`src/rmac_regs.svh`:
```
// Purpose: offsets, field positions, reset values and figures of the radio
//          filter, modulation and frequency-loop configuration bank
// Assumes: registers sit at their printed offsets on a 10-bit byte address
// Notes:   included by the register bank, its checker and the testbench
//
// Overview of operation
// - bandwidth code 0..3 picks 100/150/200/300 kHz
// - 300 kHz filter moves IF to 300 kHz
// - tx code: FSK, GFSK, OOK, carrier; 4-7 reserved
// - rx code 0 FSK, 2 OOK; others reserved
// - track mode 0: loop runs freely
// - track mode 1: loop switched off
// - track mode 2: loop holds present correction
// - track mode 3: track until detection, then lock
// - lock on sync only when tolerance zero
// - proportional gain is two to the code
// - integral gain is two to the code
// - tolerance zero disables preamble detection
`ifndef RMAC_REGS_SVH
`define RMAC_REGS_SVH

// ***************************************************************
// register map
// ***************************************************************
`define RMAC_ADDR_W        10
`define RMAC_OFS_RADIO     10'h115
`define RMAC_OFS_MODE      10'h116
`define RMAC_OFS_GAIN      10'h117
`define RMAC_OFS_STAT      10'h1f0

// ***************************************************************
// reset values
// ***************************************************************
`define RMAC_RST_RADIO     8'h00
`define RMAC_RST_MODE      8'h08
`define RMAC_RST_GAIN      8'h37

// ***************************************************************
// status fields and frequency figures
// ***************************************************************
`define RMAC_ST_RSVD       0
`define RMAC_ST_STATE_LSB  1
`define RMAC_ST_LOCKED     3
`define RMAC_ST_OOK        4
`define RMAC_KHZ_W         9
`define RMAC_BW0_KHZ       9'd100
`define RMAC_BW1_KHZ       9'd150
`define RMAC_BW2_KHZ       9'd200
`define RMAC_BW3_KHZ       9'd300
`define RMAC_IF_STD_KHZ    9'd200
`define RMAC_IF_WIDE_KHZ   9'd300

`endif

```
`src/rmac_pkg.sv`:
```
// Purpose: types of the radio configuration bank
// Assumes: field order of each struct is the bit order of its register
// Notes:   constants live in rmac_regs.svh
package rmac_pkg;

   typedef enum logic [1:0] {BW_100K, BW_150K, BW_200K, BW_300K} rmac_bw_t;
   typedef enum logic [2:0] {TXM_FSK, TXM_GFSK, TXM_OOK, TXM_CARRIER} rmac_tx_mod_t;
   typedef enum logic [2:0] {RXD_FSK, RXD_RSVD1, RXD_OOK} rmac_rx_demod_t;
   typedef enum logic [1:0] {TRK_FREE, TRK_OFF, TRK_HOLD, TRK_LOCK} rmac_track_t;
   typedef enum logic [1:0] {LP_OFF, LP_RUN, LP_HOLD, LP_LOCKED} rmac_loop_state_t;

   typedef struct packed {
      logic [1:0] rx_filter_bw_sel;
      logic [2:0] tx_modulation_sel;
      logic [2:0] rx_demod_sel;
   } rmac_radio_cfg_t;

   typedef struct packed {
      logic [2:0] reserved;
      logic       freq_loop_polarity;
      logic [1:0] freq_loop_scheme;
      logic [1:0] freq_track_mode;
   } rmac_mode_cfg_t;

   typedef struct packed {
      logic [3:0] freq_loop_prop_gain;
      logic [3:0] freq_loop_int_gain;
   } rmac_gain_cfg_t;

endpackage

```
`src/rmac_freq_loop.sv`:
```
// Purpose: proportional-integral frequency correction loop with track modes
// Assumes: error samples and detection strobes come from logic on clk
// Notes:   correction saturates instead of wrapping
`timescale 1ns/1ns
module rmac_freq_loop
   import rmac_pkg::*;
#(
   parameter int ERR_W  = 12,
   parameter int CORR_W = 28
) (
   input  wire logic                     clk,
   input  wire logic                     srst,
   input  wire rmac_track_t              mode,
   input  wire logic                     ook,
   input  wire logic [3:0]               prop_code,
   input  wire logic [3:0]               int_code,
   input  wire logic signed [ERR_W-1:0]  err,
   input  wire logic                     err_valid,
   input  wire logic                     lock_evt,
   input  wire logic                     restart,
   output logic signed [CORR_W-1:0]      corr,
   output rmac_loop_state_t              state
);

   if (CORR_W < ERR_W + 16) begin : g_chk
      $error("CORR_W must hold ERR_W shifted by fifteen plus sign");
   end

   function automatic logic signed [CORR_W-1:0] shl(input logic signed [ERR_W-1:0] e,
                                                     input logic [3:0] code);
      logic signed [CORR_W-1:0] ext;
      ext = CORR_W'(e);
      return ext <<< code;
   endfunction

   function automatic logic signed [CORR_W-1:0] sat_add(input logic signed [CORR_W-1:0] a,
                                                         input logic signed [CORR_W-1:0] b);
      logic signed [CORR_W:0] s;
      s = {a[CORR_W-1], a} + {b[CORR_W-1], b};
      if (s[CORR_W] != s[CORR_W-1])
         return s[CORR_W] ? {1'b1, {(CORR_W-1){1'b0}}} : {1'b0, {(CORR_W-1){1'b1}}};
      return s[CORR_W-1:0];
   endfunction

   rmac_loop_state_t         state_q, state_d;
   logic signed [CORR_W-1:0] integ_q, integ_d, corr_q, corr_d;
   logic                     upd;

   always_comb begin
      case (mode)
         TRK_FREE: state_d = LP_RUN;
         TRK_OFF:  state_d = LP_OFF;
         TRK_HOLD: state_d = LP_HOLD;
         default: begin
            if (state_q == LP_LOCKED && !restart)
               state_d = LP_LOCKED;
            else if (lock_evt)
               state_d = LP_LOCKED;
            else
               state_d = LP_RUN;
         end
      endcase
   end

   // in OOK the gain fields drive the threshold loop, so this loop holds unless off
   assign upd     = (state_q == LP_RUN) && err_valid && !ook;
   assign integ_d = (state_q == LP_OFF) ? '0 :
                    upd ? sat_add(integ_q, shl(err, int_code)) : integ_q;
   assign corr_d  = (state_q == LP_OFF) ? '0 :
                    upd ? sat_add(integ_d, shl(err, prop_code)) : corr_q;

   always_ff @(posedge clk) begin
      if (srst) begin
         state_q <= LP_OFF;
         integ_q <= '0;
         corr_q  <= '0;
      end else begin
         state_q <= state_d;
         integ_q <= integ_d;
         corr_q  <= corr_d;
      end
   end

   assign corr  = corr_q;
   assign state = state_q;

endmodule

```
`src/rmac_afc_cfg_regs.sv`:
```
// Purpose: byte configuration bank for receive filter, modulation and
//          frequency-control loop, plus the loop it steers
// Assumes: plain register port; read data valid only the cycle after RD
// Notes:   unmapped reads return zero, unmapped writes are dropped
`timescale 1ns/1ns
`include "rmac_regs.svh"
module rmac_afc_cfg_regs
   import rmac_pkg::*;
#(
   parameter int ERR_W  = 12,
   parameter int CORR_W = 28
) (
   input  wire logic                       CLK,
   input  wire logic                       SRST,
   input  wire logic [`RMAC_ADDR_W-1:0]    ADDR,
   input  wire logic [7:0]                 WDATA,
   input  wire logic                       WR,
   input  wire logic                       RD,
   output logic [7:0]                      RDATA,
   input  wire logic [3:0]                 PREAMBLE_MATCH,
   input  wire logic                       PREAMBLE_DET,
   input  wire logic                       SYNC_DET,
   input  wire logic                       RX_START,
   input  wire logic signed [ERR_W-1:0]    FREQ_ERR,
   input  wire logic                       FREQ_ERR_VALID,
   output logic [`RMAC_KHZ_W-1:0]          RX_BW_KHZ,
   output rmac_bw_t                        RX_BW,
   output logic [`RMAC_KHZ_W-1:0]          RX_IF_KHZ,
   output rmac_tx_mod_t                    TX_MOD,
   output logic                            TX_MOD_OK,
   output rmac_rx_demod_t                  RX_DEMOD,
   output logic                            RX_DEMOD_OK,
   output logic                            RX_OOK,
   output logic                            FREQ_LOOP_POLARITY,
   output logic [1:0]                      FREQ_LOOP_SCHEME,
   output logic [3:0]                      FREQ_PROP_SHIFT,
   output logic [3:0]                      FREQ_INT_SHIFT,
   output logic [3:0]                      OOK_THR_PROP_SHIFT,
   output logic [3:0]                      OOK_THR_INT_SHIFT,
   output logic                            OOK_THR_EN,
   output logic signed [CORR_W-1:0]        FREQ_CORR,
   output logic                            FREQ_LOCKED,
   output rmac_loop_state_t                FREQ_LOOP_STATE,
   output logic                            CFG_RSVD_ERR
);

   // ***************************************************************
   // functions
   // ***************************************************************

   function automatic logic [`RMAC_KHZ_W-1:0] bw_khz(input logic [1:0] code);
      logic [`RMAC_KHZ_W-1:0] k;
      k = `RMAC_BW0_KHZ;
      case (code)
         2'h0:    k = `RMAC_BW0_KHZ;
         2'h1:    k = `RMAC_BW1_KHZ;
         2'h2:    k = `RMAC_BW2_KHZ;
         default: k = `RMAC_BW3_KHZ;
      endcase
      return k;
   endfunction

   function automatic logic tx_code_ok(input logic [2:0] code);
      return code <= 3'(TXM_CARRIER);
   endfunction

   function automatic logic rx_code_ok(input logic [2:0] code);
      return (code == 3'(RXD_FSK)) || (code == 3'(RXD_OOK));
   endfunction

   // ***************************************************************
   // register port decode
   // ***************************************************************

   logic hit_radio;
   logic hit_mode;
   logic hit_gain;
   logic hit_stat;
   logic wr_radio;
   logic wr_mode;
   logic wr_gain;

   assign hit_radio = (ADDR == `RMAC_OFS_RADIO);
   assign hit_mode  = (ADDR == `RMAC_OFS_MODE);
   assign hit_gain  = (ADDR == `RMAC_OFS_GAIN);
   assign hit_stat  = (ADDR == `RMAC_OFS_STAT);
   assign wr_radio  = WR && hit_radio;
   assign wr_mode   = WR && hit_mode;
   assign wr_gain   = WR && hit_gain;

   // ***************************************************************
   // configuration registers
   // ***************************************************************

   rmac_radio_cfg_t radio_q;
   rmac_radio_cfg_t radio_d;
   rmac_mode_cfg_t  mode_q;
   rmac_mode_cfg_t  mode_d;
   rmac_gain_cfg_t  gain_q;
   rmac_gain_cfg_t  gain_d;

   // every bit is stored as written, reserved codes included, so a
   // readback shows exactly what software put there
   assign radio_d = wr_radio ? rmac_radio_cfg_t'(WDATA) : radio_q;
   assign mode_d  = wr_mode  ? rmac_mode_cfg_t'(WDATA)  : mode_q;
   assign gain_d  = wr_gain  ? rmac_gain_cfg_t'(WDATA)  : gain_q;

   always_ff @(posedge CLK) begin
      if (SRST) begin
         radio_q <= rmac_radio_cfg_t'(`RMAC_RST_RADIO);
         mode_q  <= rmac_mode_cfg_t'(`RMAC_RST_MODE);
         gain_q  <= rmac_gain_cfg_t'(`RMAC_RST_GAIN);
      end else begin
         radio_q <= radio_d;
         mode_q  <= mode_d;
         gain_q  <= gain_d;
      end
   end

   // ***************************************************************
   // decoded configuration
   // ***************************************************************

   logic                   is_ook;
   logic                   tx_ok;
   logic                   rx_ok;
   logic                   mode_rsvd;
   logic [`RMAC_KHZ_W-1:0] bw_khz_d;
   logic [`RMAC_KHZ_W-1:0] if_khz_d;

   assign is_ook    = (radio_q.rx_demod_sel == 3'(RXD_OOK));
   assign tx_ok     = tx_code_ok(radio_q.tx_modulation_sel);
   assign rx_ok     = rx_code_ok(radio_q.rx_demod_sel);
   // the fixed fields are checked only to flag a misprogrammed word
   assign mode_rsvd = (mode_q.reserved != 3'h0) || mode_q.freq_loop_polarity ||
                      (mode_q.freq_loop_scheme != 2'h2);
   assign bw_khz_d  = bw_khz(radio_q.rx_filter_bw_sel);
   // no extra write is needed: the IF follows the widest filter at once
   assign if_khz_d  = (radio_q.rx_filter_bw_sel == 2'(BW_300K)) ?
                      `RMAC_IF_WIDE_KHZ : `RMAC_IF_STD_KHZ;

   // ***************************************************************
   // lock event selection
   // ***************************************************************

   logic pre_disabled;
   logic lock_evt;

   // zero tolerance disables preamble detection, so sync is the only cue
   assign pre_disabled = (PREAMBLE_MATCH == 4'h0);
   assign lock_evt     = pre_disabled ? SYNC_DET : PREAMBLE_DET;

   // ***************************************************************
   // frequency correction loop
   // ***************************************************************

   logic signed [CORR_W-1:0] corr;
   rmac_loop_state_t         loop_state;

   rmac_freq_loop #(
      .ERR_W  (ERR_W),
      .CORR_W (CORR_W)
   ) u_loop (
      .clk       (CLK),
      .srst      (SRST),
      .mode      (rmac_track_t'(mode_q.freq_track_mode)),
      .ook       (is_ook),
      .prop_code (gain_q.freq_loop_prop_gain),
      .int_code  (gain_q.freq_loop_int_gain),
      .err       (FREQ_ERR),
      .err_valid (FREQ_ERR_VALID),
      .lock_evt  (lock_evt),
      .restart   (RX_START),
      .corr      (corr),
      .state     (loop_state)
   );

   // ***************************************************************
   // status word
   // ***************************************************************

   logic       rsvd_err;
   logic       locked;
   logic [7:0] stat_word;

   assign rsvd_err = !tx_ok || !rx_ok || mode_rsvd;
   assign locked   = (loop_state == LP_LOCKED);

   always_comb begin
      stat_word                                 = 8'h00;
      stat_word[`RMAC_ST_RSVD]                  = rsvd_err;
      stat_word[`RMAC_ST_STATE_LSB +: 2]        = 2'(loop_state);
      stat_word[`RMAC_ST_LOCKED]                = locked;
      stat_word[`RMAC_ST_OOK]                   = is_ook;
   end

   // ***************************************************************
   // read path
   // ***************************************************************

   logic [7:0] rd_sel;
   logic [7:0] rdata_q;
   logic [7:0] rdata_d;

   always_comb begin
      if (hit_radio)
         rd_sel = radio_q;
      else if (hit_mode)
         rd_sel = mode_q;
      else if (hit_gain)
         rd_sel = gain_q;
      else if (hit_stat)
         rd_sel = stat_word;
      else
         rd_sel = 8'h00;
   end

   // data stand only the cycle after the strobe, zero otherwise
   assign rdata_d = RD ? rd_sel : 8'h00;

   always_ff @(posedge CLK) begin
      if (SRST)
         rdata_q <= 8'h00;
      else
         rdata_q <= rdata_d;
   end

   assign RDATA = rdata_q;

   // ***************************************************************
   // registered configuration outputs
   // ***************************************************************

   logic [`RMAC_KHZ_W-1:0] bw_khz_q;
   logic [`RMAC_KHZ_W-1:0] if_khz_q;
   logic                   tx_ok_q;
   logic                   rx_ok_q;
   logic                   ook_q;
   logic [3:0]             fp_q;
   logic [3:0]             fi_q;
   logic [3:0]             op_q;
   logic [3:0]             oi_q;
   logic                   rsvd_q;

   always_ff @(posedge CLK) begin
      if (SRST) begin
         bw_khz_q <= `RMAC_BW0_KHZ;
         if_khz_q <= `RMAC_IF_STD_KHZ;
         tx_ok_q  <= 1'b0;
         rx_ok_q  <= 1'b0;
         ook_q    <= 1'b0;
         fp_q     <= 4'h0;
         fi_q     <= 4'h0;
         op_q     <= 4'h0;
         oi_q     <= 4'h0;
         rsvd_q   <= 1'b0;
      end else begin
         bw_khz_q <= bw_khz_d;
         if_khz_q <= if_khz_d;
         tx_ok_q  <= tx_ok;
         rx_ok_q  <= rx_ok;
         ook_q    <= is_ook;
         // each gain pair feeds exactly one loop; the unused one reads zero
         fp_q     <= is_ook ? 4'h0 : gain_q.freq_loop_prop_gain;
         fi_q     <= is_ook ? 4'h0 : gain_q.freq_loop_int_gain;
         op_q     <= is_ook ? gain_q.freq_loop_prop_gain : 4'h0;
         oi_q     <= is_ook ? gain_q.freq_loop_int_gain : 4'h0;
         rsvd_q   <= rsvd_err;
      end
   end

   rmac_bw_t       bw_q;
   rmac_tx_mod_t   txm_q;
   rmac_rx_demod_t rxd_q;
   logic           pol_q;
   logic [1:0]     sch_q;

   always_ff @(posedge CLK) begin
      if (SRST) begin
         bw_q  <= BW_100K;
         txm_q <= TXM_FSK;
         rxd_q <= RXD_FSK;
         pol_q <= 1'b0;
         sch_q <= 2'h0;
      end else begin
         bw_q  <= rmac_bw_t'(radio_q.rx_filter_bw_sel);
         txm_q <= rmac_tx_mod_t'(radio_q.tx_modulation_sel);
         rxd_q <= rmac_rx_demod_t'(radio_q.rx_demod_sel);
         pol_q <= mode_q.freq_loop_polarity;
         sch_q <= mode_q.freq_loop_scheme;
      end
   end

   // ***************************************************************
   // output assignment
   // ***************************************************************

   assign RX_BW_KHZ          = bw_khz_q;
   assign RX_BW              = bw_q;
   assign RX_IF_KHZ          = if_khz_q;
   assign TX_MOD             = txm_q;
   assign TX_MOD_OK          = tx_ok_q;
   assign RX_DEMOD           = rxd_q;
   assign RX_DEMOD_OK        = rx_ok_q;
   assign RX_OOK             = ook_q;
   assign OOK_THR_EN         = ook_q;
   assign FREQ_LOOP_POLARITY = pol_q;
   assign FREQ_LOOP_SCHEME   = sch_q;
   assign FREQ_PROP_SHIFT    = fp_q;
   assign FREQ_INT_SHIFT     = fi_q;
   assign OOK_THR_PROP_SHIFT = op_q;
   assign OOK_THR_INT_SHIFT  = oi_q;
   assign FREQ_CORR          = corr;
   assign FREQ_LOCKED        = locked;
   assign FREQ_LOOP_STATE    = loop_state;
   assign CFG_RSVD_ERR       = rsvd_q;

endmodule

```
`config.mk`:
```
export PLATFORM = sky130hd
export DESIGN_NAME = rmac_afc_cfg_regs
export DESIGN_NICKNAME = d
export VERILOG_FILES = /design/src/rmac_pkg.sv /design/src/rmac_freq_loop.sv /design/src/rmac_afc_cfg_regs.sv
export VERILOG_INCLUDE_DIRS = /design/src
export SDC_FILE = /design/constraint.sdc
export NUM_CORES = 1
export LEC_CHECK = 0
export ABC_AREA = 1
export BUFFER_PORTS_ARGS = -buffer_cell sky130_fd_sc_hd__buf_2
export CAP_MARGIN = 40
export CORE_MARGIN = 2
export CORE_UTILIZATION = 55
export DETAILED_ROUTE_END_ITERATION = 10
export PLACE_DENSITY_LB_ADDON = 0.3
export SLEW_MARGIN = 20
export SYNTH_ARGS = -nofsm -noshare
export SYNTH_HDL_FRONTEND = slang
export SYNTH_SLANG_ARGS = --single-unit
```
`constraint.sdc`:
```
create_clock -name CLK -period 8.6 [get_ports CLK]
set_clock_uncertainty 0.05 [all_clocks]
set_input_delay 1.72 -clock CLK [delete_from_list [all_inputs] [get_ports CLK]]
set_output_delay 1.72 -clock CLK [all_outputs]
set_load 0.02 [all_outputs]
```
# Yosys cells after proc, flatten, opt, wreduce, memory -nomap -nowiden
# Cells that the tools add are included.
# op_classes
add_sub_neg	2
magnitude_cmp	1
eq_ne	15
shift	2
mux	20
bitwise_logic	2
n_reduce_logical	25
# ops
cell	n
28-bit 2-to-1 mux	8
28-bit by 28-bit adder with 29-bit output	2
12-bit by 4-bit <<< shifter with 28-bit output	2
10-bit by 9-bit equality test with 1-bit output (second input constant)	4
9-bit case mux with 3 select lines	1
8-bit 2-to-1 mux	3
9-bit 2-to-1 mux	1
2-bit equality test (second input constant)	4
2-bit OR reduction	4
2-bit by 1-bit equality test with 1-bit output (second input constant)	3
1-bit logical AND	6
2-bit zero test	3
2-bit case mux with 3 select lines	1
1-bit logical OR	5
5-bit 2-to-1 mux	1
1-bit zero test	4
4-bit zero test	1
2-bit 2-to-1 mux	2
3-bit by 2-bit equality test with 1-bit output (second input constant)	1
3-bit by 2-bit <= comparator with 1-bit output (second input constant)	1
3-bit zero test	1
1-bit 2-to-1 mux	3
3-bit nonzero test	1
1-bit inequality test	2
other kinds (2)	3
# totals
reg_bits	139
in_bits	42
out_inout_bits	89
wordCells	95

# Depth between registers and ports, before layout
# depth
ltp_word	11
mapped_depth	42
mapped_depth_nobuf	39

# Cells and area by module
# A second synthesis with hierarchy kept.
# unflattened
hier_cells	1685
area_unflattened_um2	10381.2
# by_module_without_submodules
mod	n_inst	cells_each	area_each_um2	seq_area_each_um2
rmac_freq_loop	1	1309	7537.2	1161.1
rmac_afc_cfg_regs	1	376	2844.0	1421.4

# Least setup slack after synthesis
# Ideal clock, no wire load.
# synth_path
path_kind	input-to-reg
startpoint	input port FREQ_ERR[6]
endpoint	register u_loop.corr_q[13], in the netlist u_loop.corr[13]
setup_ns	0.119
arrival_ns	5.709
t_required_ns	8.431
slack_ns	2.721
path_stages	36
path_buffers	2
path_cell_list	nand2_1 -> o21ai_0 -> or2_2 -> o21ai_0 -> nand2_1 -> o21ai_0 -> o21ai_0 -> ha_1 -> a21oi_1 -> nand2_1 -> nand2_1 -> nand2_1 -> a21oi_1 -> nand2_1 -> nand2_1 -> nand2_2 -> nand3_4 -> buf_6 -> nand2_1 -> inv_1 -> nand2_2 -> inv_1 -> ha_1 -> inv_1 -> fa_1 -> inv_1 -> nand3_1 -> nand2_1 -> nand3_1 -> nand3_2 -> nand2_2 -> nand3_1 -> nand2_2 -> a21oi_4 -> buf_6 -> a21oi_1
# synth_via
elab_chain_cells	11
word_cells_on_any_way	16
cone_classes	add/sub: 2; eq/ne: 2; shift: 2; mux: 10
# synth_rtl
element	line_no	rtl
from (decl)	rmac_afc_cfg_regs.sv:24	input wire logic signed [ERR_W-1:0] FREQ_ERR,
12-bit by 4-bit <<< shifter with 28-bit output (*)	rmac_freq_loop.sv:33	return ext <<< code;
28-bit by 28-bit adder with 29-bit output (*)	rmac_freq_loop.sv:39	s = {a[CORR_W-1], a} + {b[CORR_W-1], b};
28-bit 2-to-1 mux or 1-bit inequality test (tied branches)	rmac_freq_loop.sv:41, rmac_freq_loop.sv:40	
28-bit 2-to-1 mux or 1-bit 2-to-1 mux (tied branches)	rmac_freq_loop.sv:40	if (s[CORR_W] != s[CORR_W-1])
28-bit 2-to-1 mux (*)	rmac_freq_loop.sv:42	return s[CORR_W-1:0];
28-bit 2-to-1 mux (*)	rmac_freq_loop.sv:68	upd ? sat_add(integ_q, shl(err, int_code)) : integ_q;
28-bit 2-to-1 mux (*)	rmac_freq_loop.sv:67	assign integ_d = (state_q == LP_OFF) ? '0 :
via u_loop.integ_d[0]	rmac_freq_loop.sv:46	logic signed [CORR_W-1:0] integ_q, integ_d, corr_q, corr_d;
28-bit by 28-bit adder with 29-bit output (*)	rmac_freq_loop.sv:39	
28-bit 2-to-1 mux or 1-bit inequality test (tied branches)	rmac_freq_loop.sv:41, rmac_freq_loop.sv:40	
28-bit 2-to-1 mux or 1-bit 2-to-1 mux (tied branches)	rmac_freq_loop.sv:40	
28-bit 2-to-1 mux (*)	rmac_freq_loop.sv:42	
to (signal assigned)	rmac_freq_loop.sv:80	corr_q <= corr_d;
to (decl)	rmac_freq_loop.sv:46	
# Mark *: on every way through the listed nets, which the timed path passes. The rest lies on a longest branch. The select of a mux whose other input is x is not followed.
# A chain may end at the register's enable or synchronous reset.

# Worst setup path in the final report
# layout_path
startpoint	input port FREQ_ERR[0]
endpoint	register u_loop.corr_q[1], in the netlist u_loop.corr[1]
# Same word-level chain as after synthesis.

==> results.cfg <==
[sta]
max_slew.worst_pin.slew_ps = 825
setup_violations = 0
post-route-period-util_pct = 80.3
fin_tns_setup_ps = 0
slew_headroom_pct = 45.0
fin_crit_ps = 6910
finalHoldWorstSlack_ps = 404
fmax_mhz = 145
slew_viol_final = 0
hold_viol = 0
final.setup.worst_slack_ps = 1690
rsz0062_at_grt = no

[logic_synthesis]
ys_seq_elements = 129
dominantRegCellSynth = dfxtp_1
yosysWarnings = 0
synth_area_um2 = 10100
syn_inst = 1646
ys_types = 47
seq_area_frac_synth_pct = 25.5
synth_area_per_cell_um2 = 6.15
synth-edff-count = 0
async_flop_share_pct = 0

[critical_path]
cp.depth = 34
r2r_slack_ps = 2110
critPathMostFrequentCell = nand2_1
cp_top_family = compound AO/OA/AOI/OAI gates
path_class = input pin to register
cp_slowest_stage_delay_ps = 650
critPathCaptureType = register
start_kind = input pin
crit_arrival_ps = 7130
crit_required_ps = 8820
cp.buffers_inverters = 6
r2r-end = u_loop.corr[1]
cpMaxStageDelayCell = a21oi_4
r2r_cells = 32
path_max_fanout = 27
r2r-start = gain_q[1]

[grt]
grt_pass1_wl_um = 49100
grt_max_degree = 49
track_usage_pct = 31.2
grt_pass1_vias = 10100
gr-total-overflow = 0
antenna_found_initial = 0

[drt]
dr.pass1.iters = 6
wire_per_inst_um = 15.4
route.detailed.drc = 0
via_per_inst = 5.48
first_iter_violations = 912
vias = 10800
wirelength_um = 30400
ant_nets = 0

[power_and_ir_drop]
ir_drop_v = 0.000151
leakage_uw = 0.00622
powerDensity_nw_per_um2 = 150

[layout]
layout-drive-gt1-share_pct = 11.9
fill_cells = 1776
seqCellArea_um2 = 2580
layout-area-overhead-vs-synth_pct = 12.2
diodes = 0
utilization_pct = 63.0
stdcell_area_um2 = 11300
multiInputGateArea_um2 = 6370
fin_nets = 1845

[clock_tree]
clkLatencyLatePin_ps = 430
cts_buffers = 17
ctsResizeCount = 0
cts_num_sinks = 129
clockBufferDepth = 2
cts.clk_slew.worst_paths_ps = 70
cts_tree = built
root_buffer = clkbuf_16
cts_setup_buffers = 0
hold_buffers = 0
htree_levels = 4

[placement]
dp_hpwl_um = 23800
routabilityCongestion = 1.01
port_buffers = 125
pre_cts_slack_ps = 1380
placed_cell_area_um2 = 10700

[floorplan]
pin_count = 131
dieArea_um2 = 19500
die_h_um = 140
core_um2 = 18000
rows = 49
die_x_um = 140
start_util_pct = 56.1

[min_path]
min-delay-start = radio_q[4]
min_delay_worst_endpoint = TX_MOD[1]
min_path_type = register to register
holdPathStages = 2

[outcome]
run_status = completed

[flow_run]
maxCapViolCount = 0
## worst min-delay path: cells and delay by family (launching register included)
kind	cells	cell delay [ps]
buf+inv	1	50
flops	1	330
simple gates	1	30
## through the flow
stage,std cells,total power [µW]
finish,1980,1700
global route,1980,1780
CTS,1979,1710
detailed placement,1947,968
global placement,1947,966
floorplan,1649,882
## flip-flops by register name, indices dropped and copies added, names as in the netlist
| signal | flops |
|---|---|
| TX_MOD_OK | 1 |
| CFG_RSVD_ERR | 1 |
| TX_MOD | 3 |
| RX_BW | 2 |
| FREQ_LOOP_POLARITY | 1 |
| gain_q | 8 |
| RX_IF_KHZ | 2 |
| RX_DEMOD | 3 |
| u_loop.corr | 28 |
| OOK_THR_PROP_SHIFT | 4 |
| radio_q | 8 |
| u_loop.state | 2 |
| u_loop.integ_q | 28 |
| FREQ_LOOP_SCHEME | 2 |
| FREQ_PROP_SHIFT | 4 |
| RX_BW_KHZ | 6 |
| RX_DEMOD_OK | 1 |
| OOK_THR_EN | 1 |
| OOK_THR_INT_SHIFT | 4 |
| RDATA | 8 |
| mode_q | 8 |
| FREQ_INT_SHIFT | 4 |
## layout make-up
cell class	instances	share of cell area [%]
multi-input combinational	1233	56.1
tap	229	2.52
clock buffer	17	3.75
sequential	129	22.8
clock inverter	15	1.49
inverter	226	7.48
timing repair buffer	131	5.91
## layer usage
layer / share of wire (%) / vias up / GRT usage [%] / wire length [µm]
met5: 0 / - / 0 / 0
met4: 3.2 / 0 / 10.8 / 979
met3: 7.1 / 68 / 5.47 / 2160
met2: 47 / 466 / 53.2 / 14200
met1: 43 / 4882 / 39.8 / 13100
li1: - / 5433 / - / -
## power breakdown
part           switching (µW)  leakage [µW]  internal [µW]  total, µW
Sequential               7.55       0.00105            610        617
Clock                     327      0.000289            415        742
Combinational             236       0.00488            108        344
Total                     570       0.00622           1130       1700
## cells in the final DEF (no fill, tap or decap), types with 3 or more instances in the layout
cell	count
xor2_1	20
a31oi_1	5
nor3_1	16
a21oi_1	90
nand4_1	14
nor2_2	5
ha_1	63
nand2_1	416
nand3_1	74
inv_8	6
nand3b_1	6
nor2_1	246
nand3_2	3
a21o_1	6
o21bai_1	7
o211ai_1	10
inv_6	4
clkbuf_16	17
a221oi_1	6
mux2i_1	16
o22ai_1	3
o21ai_0	154
xnor2_1	18
dfxtp_1	129
a21oi_2	13
nand2_2	12
buf_4	6
inv_1	220
conb_1	5
buf_2	125
inv_2	4
o21a_1	3
nor4_1	3
## cell usage after synthesis, types with 4 or more instances
library cell,n,share of area (%)
a21o_1,6,0.45
a21oi_1,90,4.5
a21oi_2,13,1.1
a221oi_1,6,0.52
a31oi_1,5,0.31
buf_2,5,0.25
buf_4,15,1.1
buf_6,5,0.56
clkbuf_1,34,1.3
dfxtp_1,129,26
ha_1,63,7.8
inv_1,220,8.2
inv_2,4,0.15
mux2i_1,16,1.6
nand2_1,416,15
nand2_2,12,0.74
nand3_1,74,3.7
nand3b_1,6,0.45
nand4_1,14,0.87
nor2_1,246,9.1
nor2_2,5,0.31
nor3_1,16,0.79
o211ai_1,10,0.74
o21ai_0,154,7.6
o21bai_1,7,0.52
xnor2_1,18,1.6
xor2_1,20,1.7
## how the worst max path moves through the flow
stage	start	end	slack, ps
floorplan	FREQ_ERR[6]	u_loop.corr[13]	2720
finish	FREQ_ERR[0]	u_loop.corr[1]	1690
detailed placement	FREQ_ERR[0]	u_loop.corr[1]	1380
CTS	FREQ_ERR[0]	u_loop.corr[1]	1800
global route	FREQ_ERR[0]	u_loop.corr[22]	1190
global placement	FREQ_ERR[1]	u_loop.corr[25]	1460
## cell families after synthesis
kind of cell | share of synthesized area [%]
mux | 1.58
xor+xnor | 3.29
flops | 25.5
buf+inv | 11.6
compound gates | 16.9
simple gates | 32.8
other cells | 0.0742
fa+ha+maj | 8.19
Power figures use the tool's default switching activity.
